--- src/inc/mpo_regs.svh ---
// Register map, field positions, reset values and widths of the motor PWM output stage
`ifndef MPO_REGS_SVH
`define MPO_REGS_SVH

// Byte addresses
`define MPO_ADDR_CHAN_CTRL    32'hffff_c300
`define MPO_ADDR_COUNT        32'hffff_c304
`define MPO_ADDR_PERIOD       32'hffff_c308
`define MPO_ADDR_OUT_CTRL     32'hffff_c318

// Channel control fields
`define MPO_CTRL_RUN_BIT      0
`define MPO_CTRL_SYNC_BIT     6
`define MPO_CTRL_STANDBY_BIT  15

// Output control fields
`define MPO_OUT_CODE_LSB      0
`define MPO_OUT_CODE_MSB      5
`define MPO_OUT_TIMING_LSB    6
`define MPO_OUT_TIMING_MSB    7
`define MPO_OUT_SEL_LSB       8
`define MPO_OUT_SEL_MSB       10
`define MPO_OUT_POL_LO_BIT    11
`define MPO_OUT_POL_HI_BIT    12

// Transfer timing codes
`define MPO_XFER_ASYNC        2'b00
`define MPO_XFER_AT_ONE       2'b01
`define MPO_XFER_AT_PERIOD    2'b10
`define MPO_XFER_AT_BOTH      2'b11

// Reset values and the counter's first count
`define MPO_OUT_RESET         16'h0000
`define MPO_PERIOD_RESET      16'h0000
`define MPO_COUNT_FIRST       16'h0001
`define MPO_COUNT_CLEAR       16'h0000

`endif

--- src/inc/mpo_pkg.sv ---
// Types shared by the motor PWM output stage
package mpo_pkg;

    // Counter run state
    typedef enum logic [1:0] {
        MPO_STOPPED = 2'b00,
        MPO_STANDBY = 2'b01,
        MPO_COUNTING = 2'b10
    } mpo_run_state_type;

    // Phase conduction code
    typedef logic [1:0] mpo_code_type;

endpackage : mpo_pkg

--- src/hw/mpo_top.sv ---
// Motor PWM channel output stage: counter start, buffered phase settings, six line drivers
//
// How it works
// - Sync enabled start waits for peer start
// - One write of both bits enters standby
// - First started channel waits, both start together
// - Output register: timing select plus buffered phases
// - Waveform select: 0 fixed level, 1 waveform
// - Polarity bits set upper and lower active level
// - Timing 00 now, 01 one, 10 period, 11 both
// - Phase writes go to buffer, load at timing
// - Fixed codes: 00 LL, 01 LH, 10 HL, 11 HH
// - Waveform codes: 01 upper off, 10 lower off
// - Active low inverts fixed levels only
// - V and W decode like U, independently
// - Start bit 0 stops and clears counter
`include "mpo_regs.svh"
module mpo_top #(
    parameter int DATA_W = 16,                            // Register width
    parameter int CNT_W  = 16                             // Counter width
) (
    input  wire logic              clk_i,                 // Clock, 25 MHz
    input  wire logic              sys_rst_i,             // Async reset, active high
    input  wire logic [31:0]       addr_i,                // Register byte address
    input  wire logic [DATA_W-1:0] wdata_i,               // Write data
    input  wire logic              wr_i,                  // Write strobe
    input  wire logic              rd_i,                  // Read strobe
    output logic      [DATA_W-1:0] rdata_o,               // Read data, cycle after strobe
    input  wire logic              peer_run_i,            // Peer channel start bit
    output logic                   local_run_o,           // Local start bit to peer
    input  wire logic [2:0]        wave_upper_i,          // Upper waveforms U V W
    input  wire logic [2:0]        wave_lower_i,          // Lower waveforms U V W
    output logic      [2:0]        upper_o,               // Upper lines U V W
    output logic      [2:0]        lower_o,               // Lower lines U V W
    output logic      [CNT_W-1:0]  count_o,               // Counter value
    output logic                   load_o                 // Phase settings load pulse
);

    // Address decode
    wire logic hit_ctrl;
    wire logic hit_count;
    wire logic hit_period;
    wire logic hit_out;

    assign hit_ctrl   = (addr_i == `MPO_ADDR_CHAN_CTRL);
    assign hit_count  = (addr_i == `MPO_ADDR_COUNT);
    assign hit_period = (addr_i == `MPO_ADDR_PERIOD);
    assign hit_out    = (addr_i == `MPO_ADDR_OUT_CTRL);

    // Write enables per register
    wire logic wr_ctrl;
    wire logic wr_period;
    wire logic wr_out;

    assign wr_ctrl    = wr_i & hit_ctrl;
    assign wr_period  = wr_i & hit_period;
    assign wr_out     = wr_i & hit_out;

    // Channel control bits
    logic run_q;
    logic run_d;
    logic sync_q;
    logic sync_d;

    // Both bits are taken from one write, so standby is entered directly
    assign run_d  = wr_ctrl ? wdata_i[`MPO_CTRL_RUN_BIT] : run_q;
    assign sync_d = wr_ctrl ? wdata_i[`MPO_CTRL_SYNC_BIT] : sync_q;

    // Period, buffered and active copies
    logic [CNT_W-1:0] period_buf_q;
    logic [CNT_W-1:0] period_buf_d;
    logic [CNT_W-1:0] period_q;
    logic [CNT_W-1:0] period_d;

    assign period_buf_d = wr_period ? wdata_i[CNT_W-1:0] : period_buf_q;

    // Unbuffered output control fields
    localparam logic [15:0] OUT_RST = `MPO_OUT_RESET; // Reset image
    logic [1:0] timing_q;
    logic [1:0] timing_d;
    logic       pol_hi_q;
    logic       pol_hi_d;
    logic       pol_lo_q;
    logic       pol_lo_d;

    // Timing and polarity act at once; software changes them while stopped
    assign timing_d = wr_out ? wdata_i[`MPO_OUT_TIMING_MSB:`MPO_OUT_TIMING_LSB]
                             : timing_q;
    assign pol_hi_d = wr_out ? wdata_i[`MPO_OUT_POL_HI_BIT] : pol_hi_q;
    assign pol_lo_d = wr_out ? wdata_i[`MPO_OUT_POL_LO_BIT] : pol_lo_q;

    // Buffered phase settings: codes and waveform selects
    logic [5:0] code_buf_q;
    logic [5:0] code_buf_d;
    logic [2:0] sel_buf_q;
    logic [2:0] sel_buf_d;
    logic [5:0] code_act_q;
    logic [5:0] code_act_d;
    logic [2:0] sel_act_q;
    logic [2:0] sel_act_d;

    // Writes land only in the buffer
    assign code_buf_d = wr_out ? wdata_i[`MPO_OUT_CODE_MSB:`MPO_OUT_CODE_LSB]
                               : code_buf_q;
    assign sel_buf_d  = wr_out ? wdata_i[`MPO_OUT_SEL_MSB:`MPO_OUT_SEL_LSB]
                               : sel_buf_q;

    // Counter and its compare points
    wire logic       standby;
    wire logic       at_one;
    wire logic       at_period;
    wire logic [CNT_W-1:0] count;

    mpo_counter #(
        .WIDTH       (CNT_W)
    ) u_counter (
        .clk_i       (clk_i),
        .sys_rst_i   (sys_rst_i),
        .run_i       (run_q),
        .sync_i      (sync_q),
        .peer_run_i  (peer_run_i),
        .period_i    (period_q),
        .count_o     (count),
        .standby_o   (standby),
        .at_one_o    (at_one),
        .at_period_o (at_period)
    );

    // Decide whether this cycle moves the buffer into the active set
    function automatic logic mpo_load_now(input logic [1:0] timing,
                                          input logic       one,
                                          input logic       per);
        logic hit;
        hit = 1'b0;
        case (timing)
            `MPO_XFER_ASYNC:     hit = 1'b1;
            `MPO_XFER_AT_ONE:    hit = one;
            `MPO_XFER_AT_PERIOD: hit = per;
            `MPO_XFER_AT_BOTH:   hit = one | per;
            default:             hit = 1'b0;
        endcase
        return hit;
    endfunction : mpo_load_now

    wire logic load_phase;

    assign load_phase = mpo_load_now(timing_q, at_one, at_period);

    // Active phase settings follow the buffer only at the load point
    assign code_act_d = load_phase ? code_buf_q : code_act_q;
    assign sel_act_d  = load_phase ? sel_buf_q  : sel_act_q;

    // Period reloads at the period point, or at once while not counting
    wire logic load_period;

    assign load_period = at_period | (count == CNT_W'(`MPO_COUNT_CLEAR));
    assign period_d    = load_period ? period_buf_q : period_q;

    // Control registers
    always_ff @(posedge clk_i or posedge sys_rst_i) begin
        if (sys_rst_i) begin
            run_q  <= 1'b0;
            sync_q <= 1'b0;
        end else begin
            run_q  <= run_d;
            sync_q <= sync_d;
        end
    end

    // Period registers
    always_ff @(posedge clk_i or posedge sys_rst_i) begin
        if (sys_rst_i) begin
            period_buf_q <= CNT_W'(`MPO_PERIOD_RESET);
            period_q     <= CNT_W'(`MPO_PERIOD_RESET);
        end else begin
            period_buf_q <= period_buf_d;
            period_q     <= period_d;
        end
    end

    // Output control, unbuffered part
    always_ff @(posedge clk_i or posedge sys_rst_i) begin
        if (sys_rst_i) begin
            timing_q <= OUT_RST[`MPO_OUT_TIMING_MSB:`MPO_OUT_TIMING_LSB];
            pol_hi_q <= OUT_RST[`MPO_OUT_POL_HI_BIT];
            pol_lo_q <= OUT_RST[`MPO_OUT_POL_LO_BIT];
        end else begin
            timing_q <= timing_d;
            pol_hi_q <= pol_hi_d;
            pol_lo_q <= pol_lo_d;
        end
    end

    // Output control, buffered part
    always_ff @(posedge clk_i or posedge sys_rst_i) begin
        if (sys_rst_i) begin
            code_buf_q <= OUT_RST[`MPO_OUT_CODE_MSB:`MPO_OUT_CODE_LSB];
            sel_buf_q  <= OUT_RST[`MPO_OUT_SEL_MSB:`MPO_OUT_SEL_LSB];
            code_act_q <= OUT_RST[`MPO_OUT_CODE_MSB:`MPO_OUT_CODE_LSB];
            sel_act_q  <= OUT_RST[`MPO_OUT_SEL_MSB:`MPO_OUT_SEL_LSB];
        end else begin
            code_buf_q <= code_buf_d;
            sel_buf_q  <= sel_buf_d;
            code_act_q <= code_act_d;
            sel_act_q  <= sel_act_d;
        end
    end

    // Per-phase decode, same logic for U, V and W
    wire logic [2:0] upper_d;
    wire logic [2:0] lower_d;

    genvar ph;
    generate
        for (ph = 0; ph < 3; ph++) begin : g_phase
            mpo_phase_decode u_decode (
                .pwm_sel_i (sel_act_q[ph]),
                .code_i    (code_act_q[2*ph+1:2*ph]),
                .pol_hi_i  (pol_hi_q),
                .pol_lo_i  (pol_lo_q),
                .wave_hi_i (wave_upper_i[ph]),
                .wave_lo_i (wave_lower_i[ph]),
                .upper_o   (upper_d[ph]),
                .lower_o   (lower_d[ph])
            );
        end
    endgenerate

    // Read views
    wire logic [DATA_W-1:0] ctrl_view;
    wire logic [DATA_W-1:0] out_view;
    wire logic [DATA_W-1:0] rdata_d;

    // Standby shows in the control word so software can see the wait
    assign ctrl_view = DATA_W'({standby, 8'h00, sync_q, 5'h00, run_q});

    // Buffer contents read back; top three bits are zero
    assign out_view  = DATA_W'({3'b000, pol_hi_q, pol_lo_q, sel_buf_q,
                                timing_q, code_buf_q});

    // Read mux, unmapped addresses read zero
    assign rdata_d   = !rd_i       ? DATA_W'(0) :
                       hit_ctrl    ? ctrl_view :
                       hit_count   ? DATA_W'(count) :
                       hit_period  ? DATA_W'(period_buf_q) :
                       hit_out     ? out_view :
                       DATA_W'(0);

    // Registered outputs
    always_ff @(posedge clk_i or posedge sys_rst_i) begin
        if (sys_rst_i) begin
            rdata_o     <= DATA_W'(0);
            local_run_o <= 1'b0;
            upper_o     <= 3'b000;
            lower_o     <= 3'b000;
            count_o     <= CNT_W'(`MPO_COUNT_CLEAR);
            load_o      <= 1'b0;
        end else begin
            rdata_o     <= rdata_d;
            local_run_o <= run_d;
            upper_o     <= upper_d;
            lower_o     <= lower_d;
            count_o     <= count;
            load_o      <= load_phase;
        end
    end

endmodule : mpo_top

--- src/hw/mpo_phase_decode.sv ---
// Conduction decode of one phase into its upper and lower line levels
module mpo_phase_decode (
    input  wire logic                  pwm_sel_i,   // 1 selects waveform output
    input  wire mpo_pkg::mpo_code_type code_i,      // Conduction code
    input  wire logic                  pol_hi_i,    // Upper polarity, 1 active high
    input  wire logic                  pol_lo_i,    // Lower polarity, 1 active high
    input  wire logic                  wave_hi_i,   // Upper waveform
    input  wire logic                  wave_lo_i,   // Lower waveform
    output wire logic                  upper_o,     // Upper line level
    output wire logic                  lower_o      // Lower line level
);

    // Fixed levels for active-high polarity
    wire logic fix_hi_ah;
    wire logic fix_lo_ah;
    // Waveform placement in waveform mode
    wire logic hi_is_wave;
    wire logic lo_is_wave;
    // Fixed levels after polarity
    wire logic fix_hi;
    wire logic fix_lo;

    // Fixed-level table: 00 L/L, 01 L/H, 10 H/L, 11 H/H
    assign fix_hi_ah  = code_i[1];
    assign fix_lo_ah  = code_i[0];

    // Waveform table: 01 upper inactive, 10 lower inactive, else both waveform
    assign hi_is_wave = pwm_sel_i & ~(code_i == 2'b01);
    assign lo_is_wave = pwm_sel_i & ~(code_i == 2'b10);

    // Polarity inverts fixed levels only; inactive equals low when active high
    assign fix_hi     = pwm_sel_i ? ~pol_hi_i : (fix_hi_ah ~^ pol_hi_i);
    assign fix_lo     = pwm_sel_i ? ~pol_lo_i : (fix_lo_ah ~^ pol_lo_i);

    // Mode select between fixed level and waveform
    assign upper_o    = hi_is_wave ? wave_hi_i : fix_hi;
    assign lower_o    = lo_is_wave ? wave_lo_i : fix_lo;

endmodule : mpo_phase_decode

--- src/hw/mpo_counter.sv ---
// PWM counter with stop-and-clear and synchronized-start standby
`include "mpo_regs.svh"
module mpo_counter #(
    parameter int WIDTH = 16                             // Counter width
) (
    input  wire logic             clk_i,                 // Clock
    input  wire logic             sys_rst_i,             // Async reset, active high
    input  wire logic             run_i,                 // Counter start bit
    input  wire logic             sync_i,                // Synchronized start enable
    input  wire logic             peer_run_i,            // Peer channel start bit
    input  wire logic [WIDTH-1:0] period_i,              // Active period value
    output logic      [WIDTH-1:0] count_o,               // Counter value
    output wire logic             standby_o,             // Waiting for peer
    output wire logic             at_one_o,              // Counter equals 1
    output wire logic             at_period_o            // Counter equals period
);

    mpo_pkg::mpo_run_state_type state_q;
    mpo_pkg::mpo_run_state_type state_d;
    logic [WIDTH-1:0]           count_d;
    wire logic                  counting;
    wire logic                  wrap;

    assign counting    = (state_q == mpo_pkg::MPO_COUNTING);
    assign wrap        = counting && (count_o >= period_i);
    assign standby_o   = (state_q == mpo_pkg::MPO_STANDBY);
    assign at_one_o    = counting && (count_o == WIDTH'(`MPO_COUNT_FIRST));
    assign at_period_o = counting && (count_o == period_i);

    // Run state: standby holds until the peer start bit is set
    always_comb begin
        state_d = state_q;
        case (state_q)
            mpo_pkg::MPO_STOPPED: begin
                if (run_i && sync_i && !peer_run_i) begin
                    state_d = mpo_pkg::MPO_STANDBY;
                end else if (run_i) begin
                    state_d = mpo_pkg::MPO_COUNTING;
                end
            end
            mpo_pkg::MPO_STANDBY: begin
                if (!run_i) begin
                    state_d = mpo_pkg::MPO_STOPPED;
                end else if (peer_run_i) begin
                    state_d = mpo_pkg::MPO_COUNTING;
                end
            end
            mpo_pkg::MPO_COUNTING: begin
                if (!run_i) begin
                    state_d = mpo_pkg::MPO_STOPPED;
                end
            end
            default: state_d = mpo_pkg::MPO_STOPPED;
        endcase
    end

    // Count 1 to period, clear while not counting
    always_comb begin
        if (state_d != mpo_pkg::MPO_COUNTING) begin
            count_d = WIDTH'(`MPO_COUNT_CLEAR);
        end else if (!counting || wrap) begin
            count_d = WIDTH'(`MPO_COUNT_FIRST);
        end else begin
            count_d = count_o + WIDTH'(1);
        end
    end

    // State and counter flops
    always_ff @(posedge clk_i or posedge sys_rst_i) begin
        if (sys_rst_i) begin
            state_q <= mpo_pkg::MPO_STOPPED;
            count_o <= WIDTH'(`MPO_COUNT_CLEAR);
        end else begin
            state_q <= state_d;
            count_o <= count_d;
        end
    end

endmodule : mpo_counter

--- config.mk ---
export PLATFORM = sky130hd
export DESIGN_NAME = mpo_top
export DESIGN_NICKNAME = d
export VERILOG_FILES = /design/src/inc/mpo_pkg.sv /design/src/hw/mpo_top.sv /design/src/hw/mpo_phase_decode.sv /design/src/hw/mpo_counter.sv
export VERILOG_INCLUDE_DIRS = /design/src /design/src/inc
export SDC_FILE = /design/constraint.sdc
export NUM_CORES = 1
export LEC_CHECK = 0
export BUFFER_PORTS_ARGS = -buffer_cell sky130_fd_sc_hd__buf_2
export CORE_UTILIZATION = 55
export CTS_BUF_LIST = sky130_fd_sc_hd__clkbuf_8 sky130_fd_sc_hd__clkbuf_16
export DETAILED_ROUTE_END_ITERATION = 16
export PLACE_DENSITY = 0.79
export SETUP_SLACK_MARGIN = 0.4
export SYNTH_ARGS = -nofsm -noshare
export SYNTH_HDL_FRONTEND = slang
export SYNTH_HIERARCHICAL = 1
export SYNTH_SLANG_ARGS = --single-unit
--- constraint.sdc ---
create_clock -name clk_i -period 3.7 [get_ports clk_i]
set_input_delay 0.185 -clock clk_i [delete_from_list [all_inputs] [get_ports clk_i]]
set_output_delay 0.185 -clock clk_i [all_outputs]
set_load 0.05 [all_outputs]
==> results of run 1 <==
[sequential cells by signal, summed over array words and instances, names as in the netlist, 2 cells and up]
| signal | count |
|---|---|
| code_act_q | 6 |
| period_q | 16 |
| upper_o | 3 |
| period_buf_q | 16 |
| u_counter/count_o | 16 |
| sel_act_q | 3 |
| rdata_o | 16 |
| timing_q | 2 |
| lower_o | 3 |
| sel_buf_q | 3 |
| code_buf_q | 6 |
| count_o | 16 |
| u_counter/state_q | 2 |
[critical path: stages, from the launching register on]
cell and delay, ns:
dfrtp_1 0.50, ha_1 0.39, nand4_1 0.14, nor4_2 0.08, and3_1 0.18, a21oi_1 0.80
mux2_2 0.43
[how the worst max path moves through the flow]
| stage | from | end | slack (ns) | depth (start not counted) |
|---|---|---|---|---|
| 2_1_floorplan | sys_rst_i | code_act_q[0] | 1.04 | 1 |
| 3_3_place_gp | u_counter/count_o[13] | code_act_q[5] | 1.22 | 6 |
| 3_5_place_dp | u_counter/count_o[13] | code_act_q[2] | 1.07 | 6 |
| 4_1_cts | u_counter/count_o[12] | code_act_q[4] | 1.06 | 6 |
| 5_1_grt | u_counter/count_o[13] | code_act_q[4] | 0.94 | 6 |
| 6_report | u_counter/count_o[12] | code_act_q[4] | 1.06 | 6 |
[routing by layer]
metal / vias up / part of all wire
li1: 1830 / -
met1: 1989 / 0.40
met2: 164 / 0.51
met3: 38 / 0.052
met4: 0 / 0.034
met5: - / 0
[logic make-up after synthesis]
kind of cell | synth area share
AO/OA/AOI/OAI | 0.0809
adder cells (fa/ha/maj) | 0.0428
AND/OR/NAND/NOR | 0.161
multiplexers | 0.120
buffers and inverters | 0.0293
flip-flops | 0.538
XOR/XNOR | 0.0283
[layout make-up]
cell class / instances / area share
clock inverter: 11 / 0.0273
clock buffer: 20 / 0.0671
inverter: 27 / 0.0151
antenna: 1 / 0.000369
tap: 129 / 0.0238
sequential: 113 / 0.416
timing repair buffer: 128 / 0.115
multi-input combinational: 282 / 0.335
[per-stage QoR]
stage | std cells | power, uW | instance area, um2 | setup slack, ns
final | 711 | 3110 | 6790 | 1.06
after global routing | 711 | 3190 | 6790 | 0.936
after CTS | 710 | 3110 | 6790 | 1.06
after detailed placement | 654 | 1340 | 5900 | 1.07
after global placement | 654 | 1340 | 5900 | 1.22
after floorplan | 431 | 1290 | 5260 | 1.04
[power breakdown]
group	leakage (uW)	switching, uW	total, uW	internal (uW)
registers	0.00154	0.00000737	1240	1240
logic	0.00147	58.8	106	47.6
clock network	0.000318	560	1770	1210
[layout by cell type (no fill, tap or decap), types with 3 or more instances in the layout]
| cell type | Yosys | routed |
|---|---|---|
| mux2_1 | 13 | 13 |
| o221ai_1 | 3 | 3 |
| dfrtp_1 | 113 | 113 |
| nand4_1 | 9 | 9 |
| and3_1 | 4 | 4 |
| xnor2_1 | 7 | 7 |
| clkinv_2 | 0 | 4 |
| nand4_4 | 3 | 3 |
| nor2b_1 | 8 | 8 |
| mux2_2 | 41 | 41 |
| inv_1 | 26 | 26 |
| xor2_1 | 10 | 10 |
| nor2_2 | 11 | 11 |
| clkbuf_8 | 0 | 4 |
| ha_1 | 18 | 18 |
| nand2_1 | 16 | 16 |
| nor2_1 | 29 | 29 |
| a21oi_1 | 9 | 9 |
| o21ai_0 | 4 | 4 |
| bufinv_16 | 0 | 5 |
| buf_4 | 1 | 5 |
| a22o_1 | 11 | 11 |
| clkbuf_16 | 0 | 16 |
| nor3_1 | 4 | 4 |
| nand2b_1 | 7 | 7 |
| o311ai_2 | 3 | 3 |
| nor4_1 | 7 | 7 |
| dlygate4sd3_1 | 0 | 25 |
| nand3_1 | 21 | 21 |
| a22oi_1 | 14 | 14 |
| buf_2 | 0 | 98 |
==> impl_metrics.tcl, run 1 <==
set metrics [dict create \
    worst_pin_slew_ns 1.03 \
    relSlewSlack 0.312 \
    ys.flop_type "dfrtp_1" \
    slew_viol_final 0 \
    ios 99 \
    dieWidth_um 99.8 \
    grt_pass1_vias 4202 \
    nFillCells 629 \
    synth_area_um2 5260 \
    avgSynthCellArea_um2 12.2 \
    die_area_um2 9960 \
    grtUsageMet1 0.335 \
    fp.dieH_um 99.8 \
    fin_crit_sh 0.713 \
    io_buffers 98 \
    required_ns 4.10 \
    async_flop_share 1.00 \
    synth_warnings 6 \
    clkTransAtPathRegs_ns 0.06 \
    drive_gt1_frac 0.355 \
    antenna_found_initial 1 \
    fin_crit_ns 2.64 \
    pwr_density_cell_nw_per_um2 458 \
    synth-seq-cells 113 \
    viasPerCell 5.66 \
    area_growth_pct 29.1 \
    overflow 0 \
    synth_most_common_cell "dfrtp_1" \
    finalClockSkew_ns 0.00919 \
    leakage_uw 0.00333 \
    gp_congestion 0.848 \
    hold_depth 4 \
    critPathMaxFanout 10 \
    grt_max_degree 59 \
    clk_path_buf_depth 2 \
    rows 35 \
    htree_levels 4 \
    multi_input_area_um2 2280 \
    drt-initial-drc-count 222 \
    dpl.hpwl_um 8450 \
    reg2reg_depth 6 \
    grt_use_met2 0.483 \
    hold_viol 0 \
    setup-tns-final_ns 0 \
    ant_nets 0 \
    postCtsSetupBuffers 0 \
    timing_worst_setup_path_type "reg -> reg" \
    cts_buffers 17 \
    fin_nets 646 \
    synth_top_area_share 0.538 \
    top_usage_layer "met2" \
    track_usage 0.281 \
    cp-start-kind "register" \
    drc_errors 0 \
    rsz0062_at_grt "no" \
    cp-end-kind "register" \
    timing.rr.end "code_act_q[4]" \
    cts_hold_buf 25 \
    synthCells 431 \
    drt-pass1-iter-count 5 \
    finalSetupViolCount 0 \
    start_util 0.569 \
    synth_edf_count 0 \
    core_um2 9240 \
    min_to "rdata_o[15]" \
    fmax_mhz 379 \
    hp-start "addr_i[3]" \
    cap_violations 0 \
    peakVddDrop_mv 0.262 \
    clock-sinks 113 \
    synth.net_count 508 \
    arrival_ns 3.04 \
    regToRegStartpoint "u_counter/count_o[12]" \
    synth.distinct_cells 51 \
    grt_use_met3 0.0599 \
    hp-class "in -> reg" \
    via_count 4021 \
    synth_common_cells "113 x dfrtp_1, 41 x mux2_2, 29 x nor2_1, 26 x inv_1, 21 x nand3_1" \
    seq_area_um2 2830 \
    clk_latency_ns 0.52 \
    clockRootBuffer "clkbuf_8" \
    ys_seq_area_frac 0.538 \
    ff2ff_setup_slack_ns 1.06 \
    grt_pass1_wl_um 20900 \
    fin_util 0.735 \
    hold-worst-slack_ns 0.0915 \
    yosys-top-cells-area "dfrtp_1 54%, mux2_2 8.8%, ha_1 4.3%, mux2_1 2.8%, nor2_1 2.1%" \
    wl_um 13100 \
    status "finished, final reports clean" \
    detail_route.wl_per_cell_um 18.4 \
    yosys.area.top_type "dfrtp_1" \
    cts_tree "built" \
    ctsResizeCount 0 \
]
Note: power is estimated with default switching activity, not from simulation.
==> run 2: changes to the inputs <==
--- a/config.mk
+++ b/config.mk
@@ -6,11 +6,12 @@
 export SDC_FILE = /design/constraint.sdc
 export NUM_CORES = 1
 export LEC_CHECK = 0
+export ABC_AREA = 1
 export BUFFER_PORTS_ARGS = -buffer_cell sky130_fd_sc_hd__buf_2
-export CORE_UTILIZATION = 55
+export CORE_UTILIZATION = 51
 export CTS_BUF_LIST = sky130_fd_sc_hd__clkbuf_8 sky130_fd_sc_hd__clkbuf_16
 export DETAILED_ROUTE_END_ITERATION = 16
-export PLACE_DENSITY = 0.79
+export PLACE_DENSITY = 0.76
 export SETUP_SLACK_MARGIN = 0.4
 export SYNTH_ARGS = -nofsm -noshare
 export SYNTH_HDL_FRONTEND = slang
==> constraint.sdc (replaced) <==
create_clock -name clk_i -period 2.32 [get_ports clk_i]
set_input_delay 0.116 -clock clk_i [delete_from_list [all_inputs] [get_ports clk_i]]
set_output_delay 0.116 -clock clk_i [all_outputs]
set_load 0.05 [all_outputs]
==> run 2 against run 1 <==
Effect of this change:
- highest routed layer unchanged
- first-iteration DRC count rose to 2.6 times the previous value
- synthesized cell count rose by 65%
- flip-flop and latch count stayed put
- final cell count rose by 46%
- setup slack got worse by 0.78 ns
- non-clock buffer count rose by 42
==> impl_metrics.tcl, run 2 <==
set metrics [dict create \
    drt-initial-drc-count 577 \
    dieWidth_um 108 \
    synth_warnings 6 \
    fp.dieH_um 108 \
    avgSynthCellArea_um2 8.10 \
    cp-end-kind "register" \
    final_common_cell "nand2_1" \
    crit_chain "ha_4, nand2_4, nor2_4, nand2_2, nor3_4, nand2_2, o211ai_4, mux2_4" \
    top_layer "met4" \
    gp_congestion 0.879 \
    yosys.area.top_type "dfrtp_1" \
    clk_latency_ns 0.42 \
    reg2reg_depth 8 \
    finalSetupViolCount 0 \
    peakVddDrop_mv 0.633 \
    yosys-top-cells-area "dfrtp_1 49%, nand2_1 15%, inv_1 6.0%, nand3_1 5.3%, ha_1 3.9%" \
    fin_util 0.713 \
    hold-worst-slack_ns 0.115 \
    drc_errors 0 \
    pwr_density_cell_nw_per_um2 594 \
    synth_xor_area_frac 0.0152 \
    cap_violations 0 \
    cp-start-kind "register" \
    detail_route.wl_per_cell_um 17.0 \
    synth.distinct_cells 38 \
    synth_most_common_cell "nand2_1" \
    synth_top_family_by_area "simple AND/OR/NAND/NOR gates" \
    async_flop_share 1.00 \
    timing_worst_setup_path_type "reg -> reg" \
    synth-seq-cells 113 \
    met3_wirelength_um 1460 \
    ios 99 \
    drt-pass1-iter-count 9 \
    ff2ff_setup_slack_ns 0.28 \
    dp_slack_ns 0.160 \
    io_buffers 98 \
    rsz0062_at_grt "yes" \
    synth_edf_count 0 \
    hold_viol 0 \
    relSlewSlack 0.482 \
    leakage_uw 0.00403 \
    layout_common_cells "227 x nand2_1, 101 x dfrtp_1, 98 x buf_2" \
    nFillCells 795 \
    cp_top_family "simple AND/OR/NAND/NOR gates" \
    synth_area_um2 5750 \
    critPathMaxFanout 5 \
    wl_met2_um 8880 \
    ys.flop_type "dfrtp_1" \
    synth.net_count 787 \
    synth_common_cells "236 x nand2_1, 113 x dfrtp_1, 92 x inv_1, 61 x nand3_1, 47 x nor2_1" \
    path_buf_inv 0 \
    clk_path_buf_depth 2 \
    min_to "pol_hi_q" \
    antenna_found_initial 0 \
    fmax_mhz 491 \
    hp-start "wr_i" \
    ys_seq_area_frac 0.492 \
    setup_slack_ns 0.284 \
    ant_nets 0 \
    clockRootBuffer "clkbuf_16" \
    synth_top_area_share 0.492 \
    start_util 0.526 \
    htree_levels 4 \
    status "finished, final reports clean" \
    cts_tree "built" \
    fin_crit_sh 0.877 \
    clock-sinks 113 \
    wl_um 17600 \
    grt_pass1_vias 5401 \
    synth_adder_area_share 0.0392 \
    antenna_cells 0 \
    arrival_ns 2.33 \
    cts_buffers 17 \
    worst_pin_slew_ns 0.776 \
    power.total_uw 4630 \
    area_growth_pct 35.5 \
    yosys-mux-area-fraction 0.0176 \
    slowest_stage "dfrtp_2" \
    grt_pass1_wl_um 26700 \
    timing.rr.end "sel_act_q[2]" \
    slew_viol_final 0 \
    via_count 5617 \
    finalClockSkew_ns 0.00728 \
    hold_depth 3 \
    drive_gt1_frac 0.286 \
    m1WireLength_um 6630 \
    dpl.hpwl_um 10800 \
    synth_compound_area_frac 0.0481 \
    required_ns 2.62 \
    fin_nets 960 \
    clkTransAtPathRegs_ns 0.05 \
    synth_simple_gate_area_share 0.307 \
    grt_max_degree 65 \
    crit_top_cell "nand2_2" \
    fin_crit_ns 2.04 \
    die_area_um2 11700 \
    regToRegStartpoint "u_counter/count_o[8]" \
    overflow 0 \
    max_stage_delay_ns 0.46 \
    track_usage 0.305 \
    rows 38 \
    synthCells 710 \
    core_um2 10900 \
    viasPerCell 5.42 \
    setup-tns-final_ns 0 \
    hp-class "in -> reg" \
]
==> run 2: cell count changes after synthesis, sizes merged, moves of 11 or more <==
cell   delta
inv      +67
o21ai    +24
nor2     +26
nand3    +41
mux2     -46
a22o     -11
a22oi    -14
buf      +11
nand2   +224
==> run 2: tightest hold or removal path: cells and delay by family <==
| kind | cells | cell delay, ns |
|---|---|---|
| buffers and inverters | 1 | 0.21 |
| AND/OR/NAND/NOR | 2 | 0.17 |
==> run 2: how the worst max path moves through the flow <==
stage                                     start       endpoint  cells after the start
final                      u_counter/count_o[8]   sel_act_q[2]                      8
after global routing       u_counter/count_o[8]   sel_act_q[2]                      8
after CTS                  u_counter/count_o[6]   sel_act_q[2]                      8
after detailed placement  u_counter/count_o[15]   sel_act_q[0]                      8
after global placement     u_counter/count_o[9]  code_act_q[1]                      8
after floorplan           u_counter/count_o[15]  code_act_q[0]                      8
==> run 2: repair_timing <==
action | 4_1_cts | 5_1_grt
gates cloned | 1 | 0
setup buffers | 19 | 13
gates resized for setup | 31 | 28
hold endpoints to repair | 150 | 0
pin swaps | 8 | 10
hold buffers | 25 | 0
endpoints found under the setup margin | 40 | 40
==> run 2: cell type report <==
| cell class | count | area (um2) | area share |
|---|---|---|---|
| clock buffer | 18 | 439 | 0.0563 |
| clock inverter | 14 | 125 | 0.0161 |
| inverter | 94 | 360 | 0.0462 |
| multi-input combinational | 487 | 2720 | 0.349 |
| sequential | 113 | 2840 | 0.365 |
| tap | 140 | 175 | 0.0225 |
| timing repair buffer | 170 | 1130 | 0.146 |
==> run 2: per-stage QoR <==
step / instances / cell area, um2
floorplan: 710 / 5770
detailed placement: 946 / 6440
global placement: 946 / 6440
CTS: 1023 / 7520
global route: 1036 / 7790
finish: 1036 / 7790
==> run 2: power by group <==
part / switching [uW] / total [uW] / internal [uW] / leakage, uW
Sequential: 0.0000149 / 1970 / 1970 / 0.00140
Combinational: 96.4 / 175 / 78.2 / 0.00234
Clock: 899 / 2480 / 1580 / 0.000289
Total: 995 / 4630 / 3630 / 0.00403
==> run 2: per-layer routing <==
layer | GRT usage | up-vias
met3 | 0.0856 | 56
met5 | 0 | -
met1 | 0.372 | 2643
met4 | 0.125 | 0
li1 | - | 2580
met2 | 0.508 | 338
==> run 2: cells by family (layout without fill, tap and decap cells) <==
family,Yosys count,count (layout)
XOR/XNOR,10,10
AO/OA/AOI/OAI,51,52
multiplexers,9,9
buffers and inverters,111,296
AND/OR/NAND/NOR,398,398
adder cells (fa/ha/maj),18,18
flip-flops,113,113
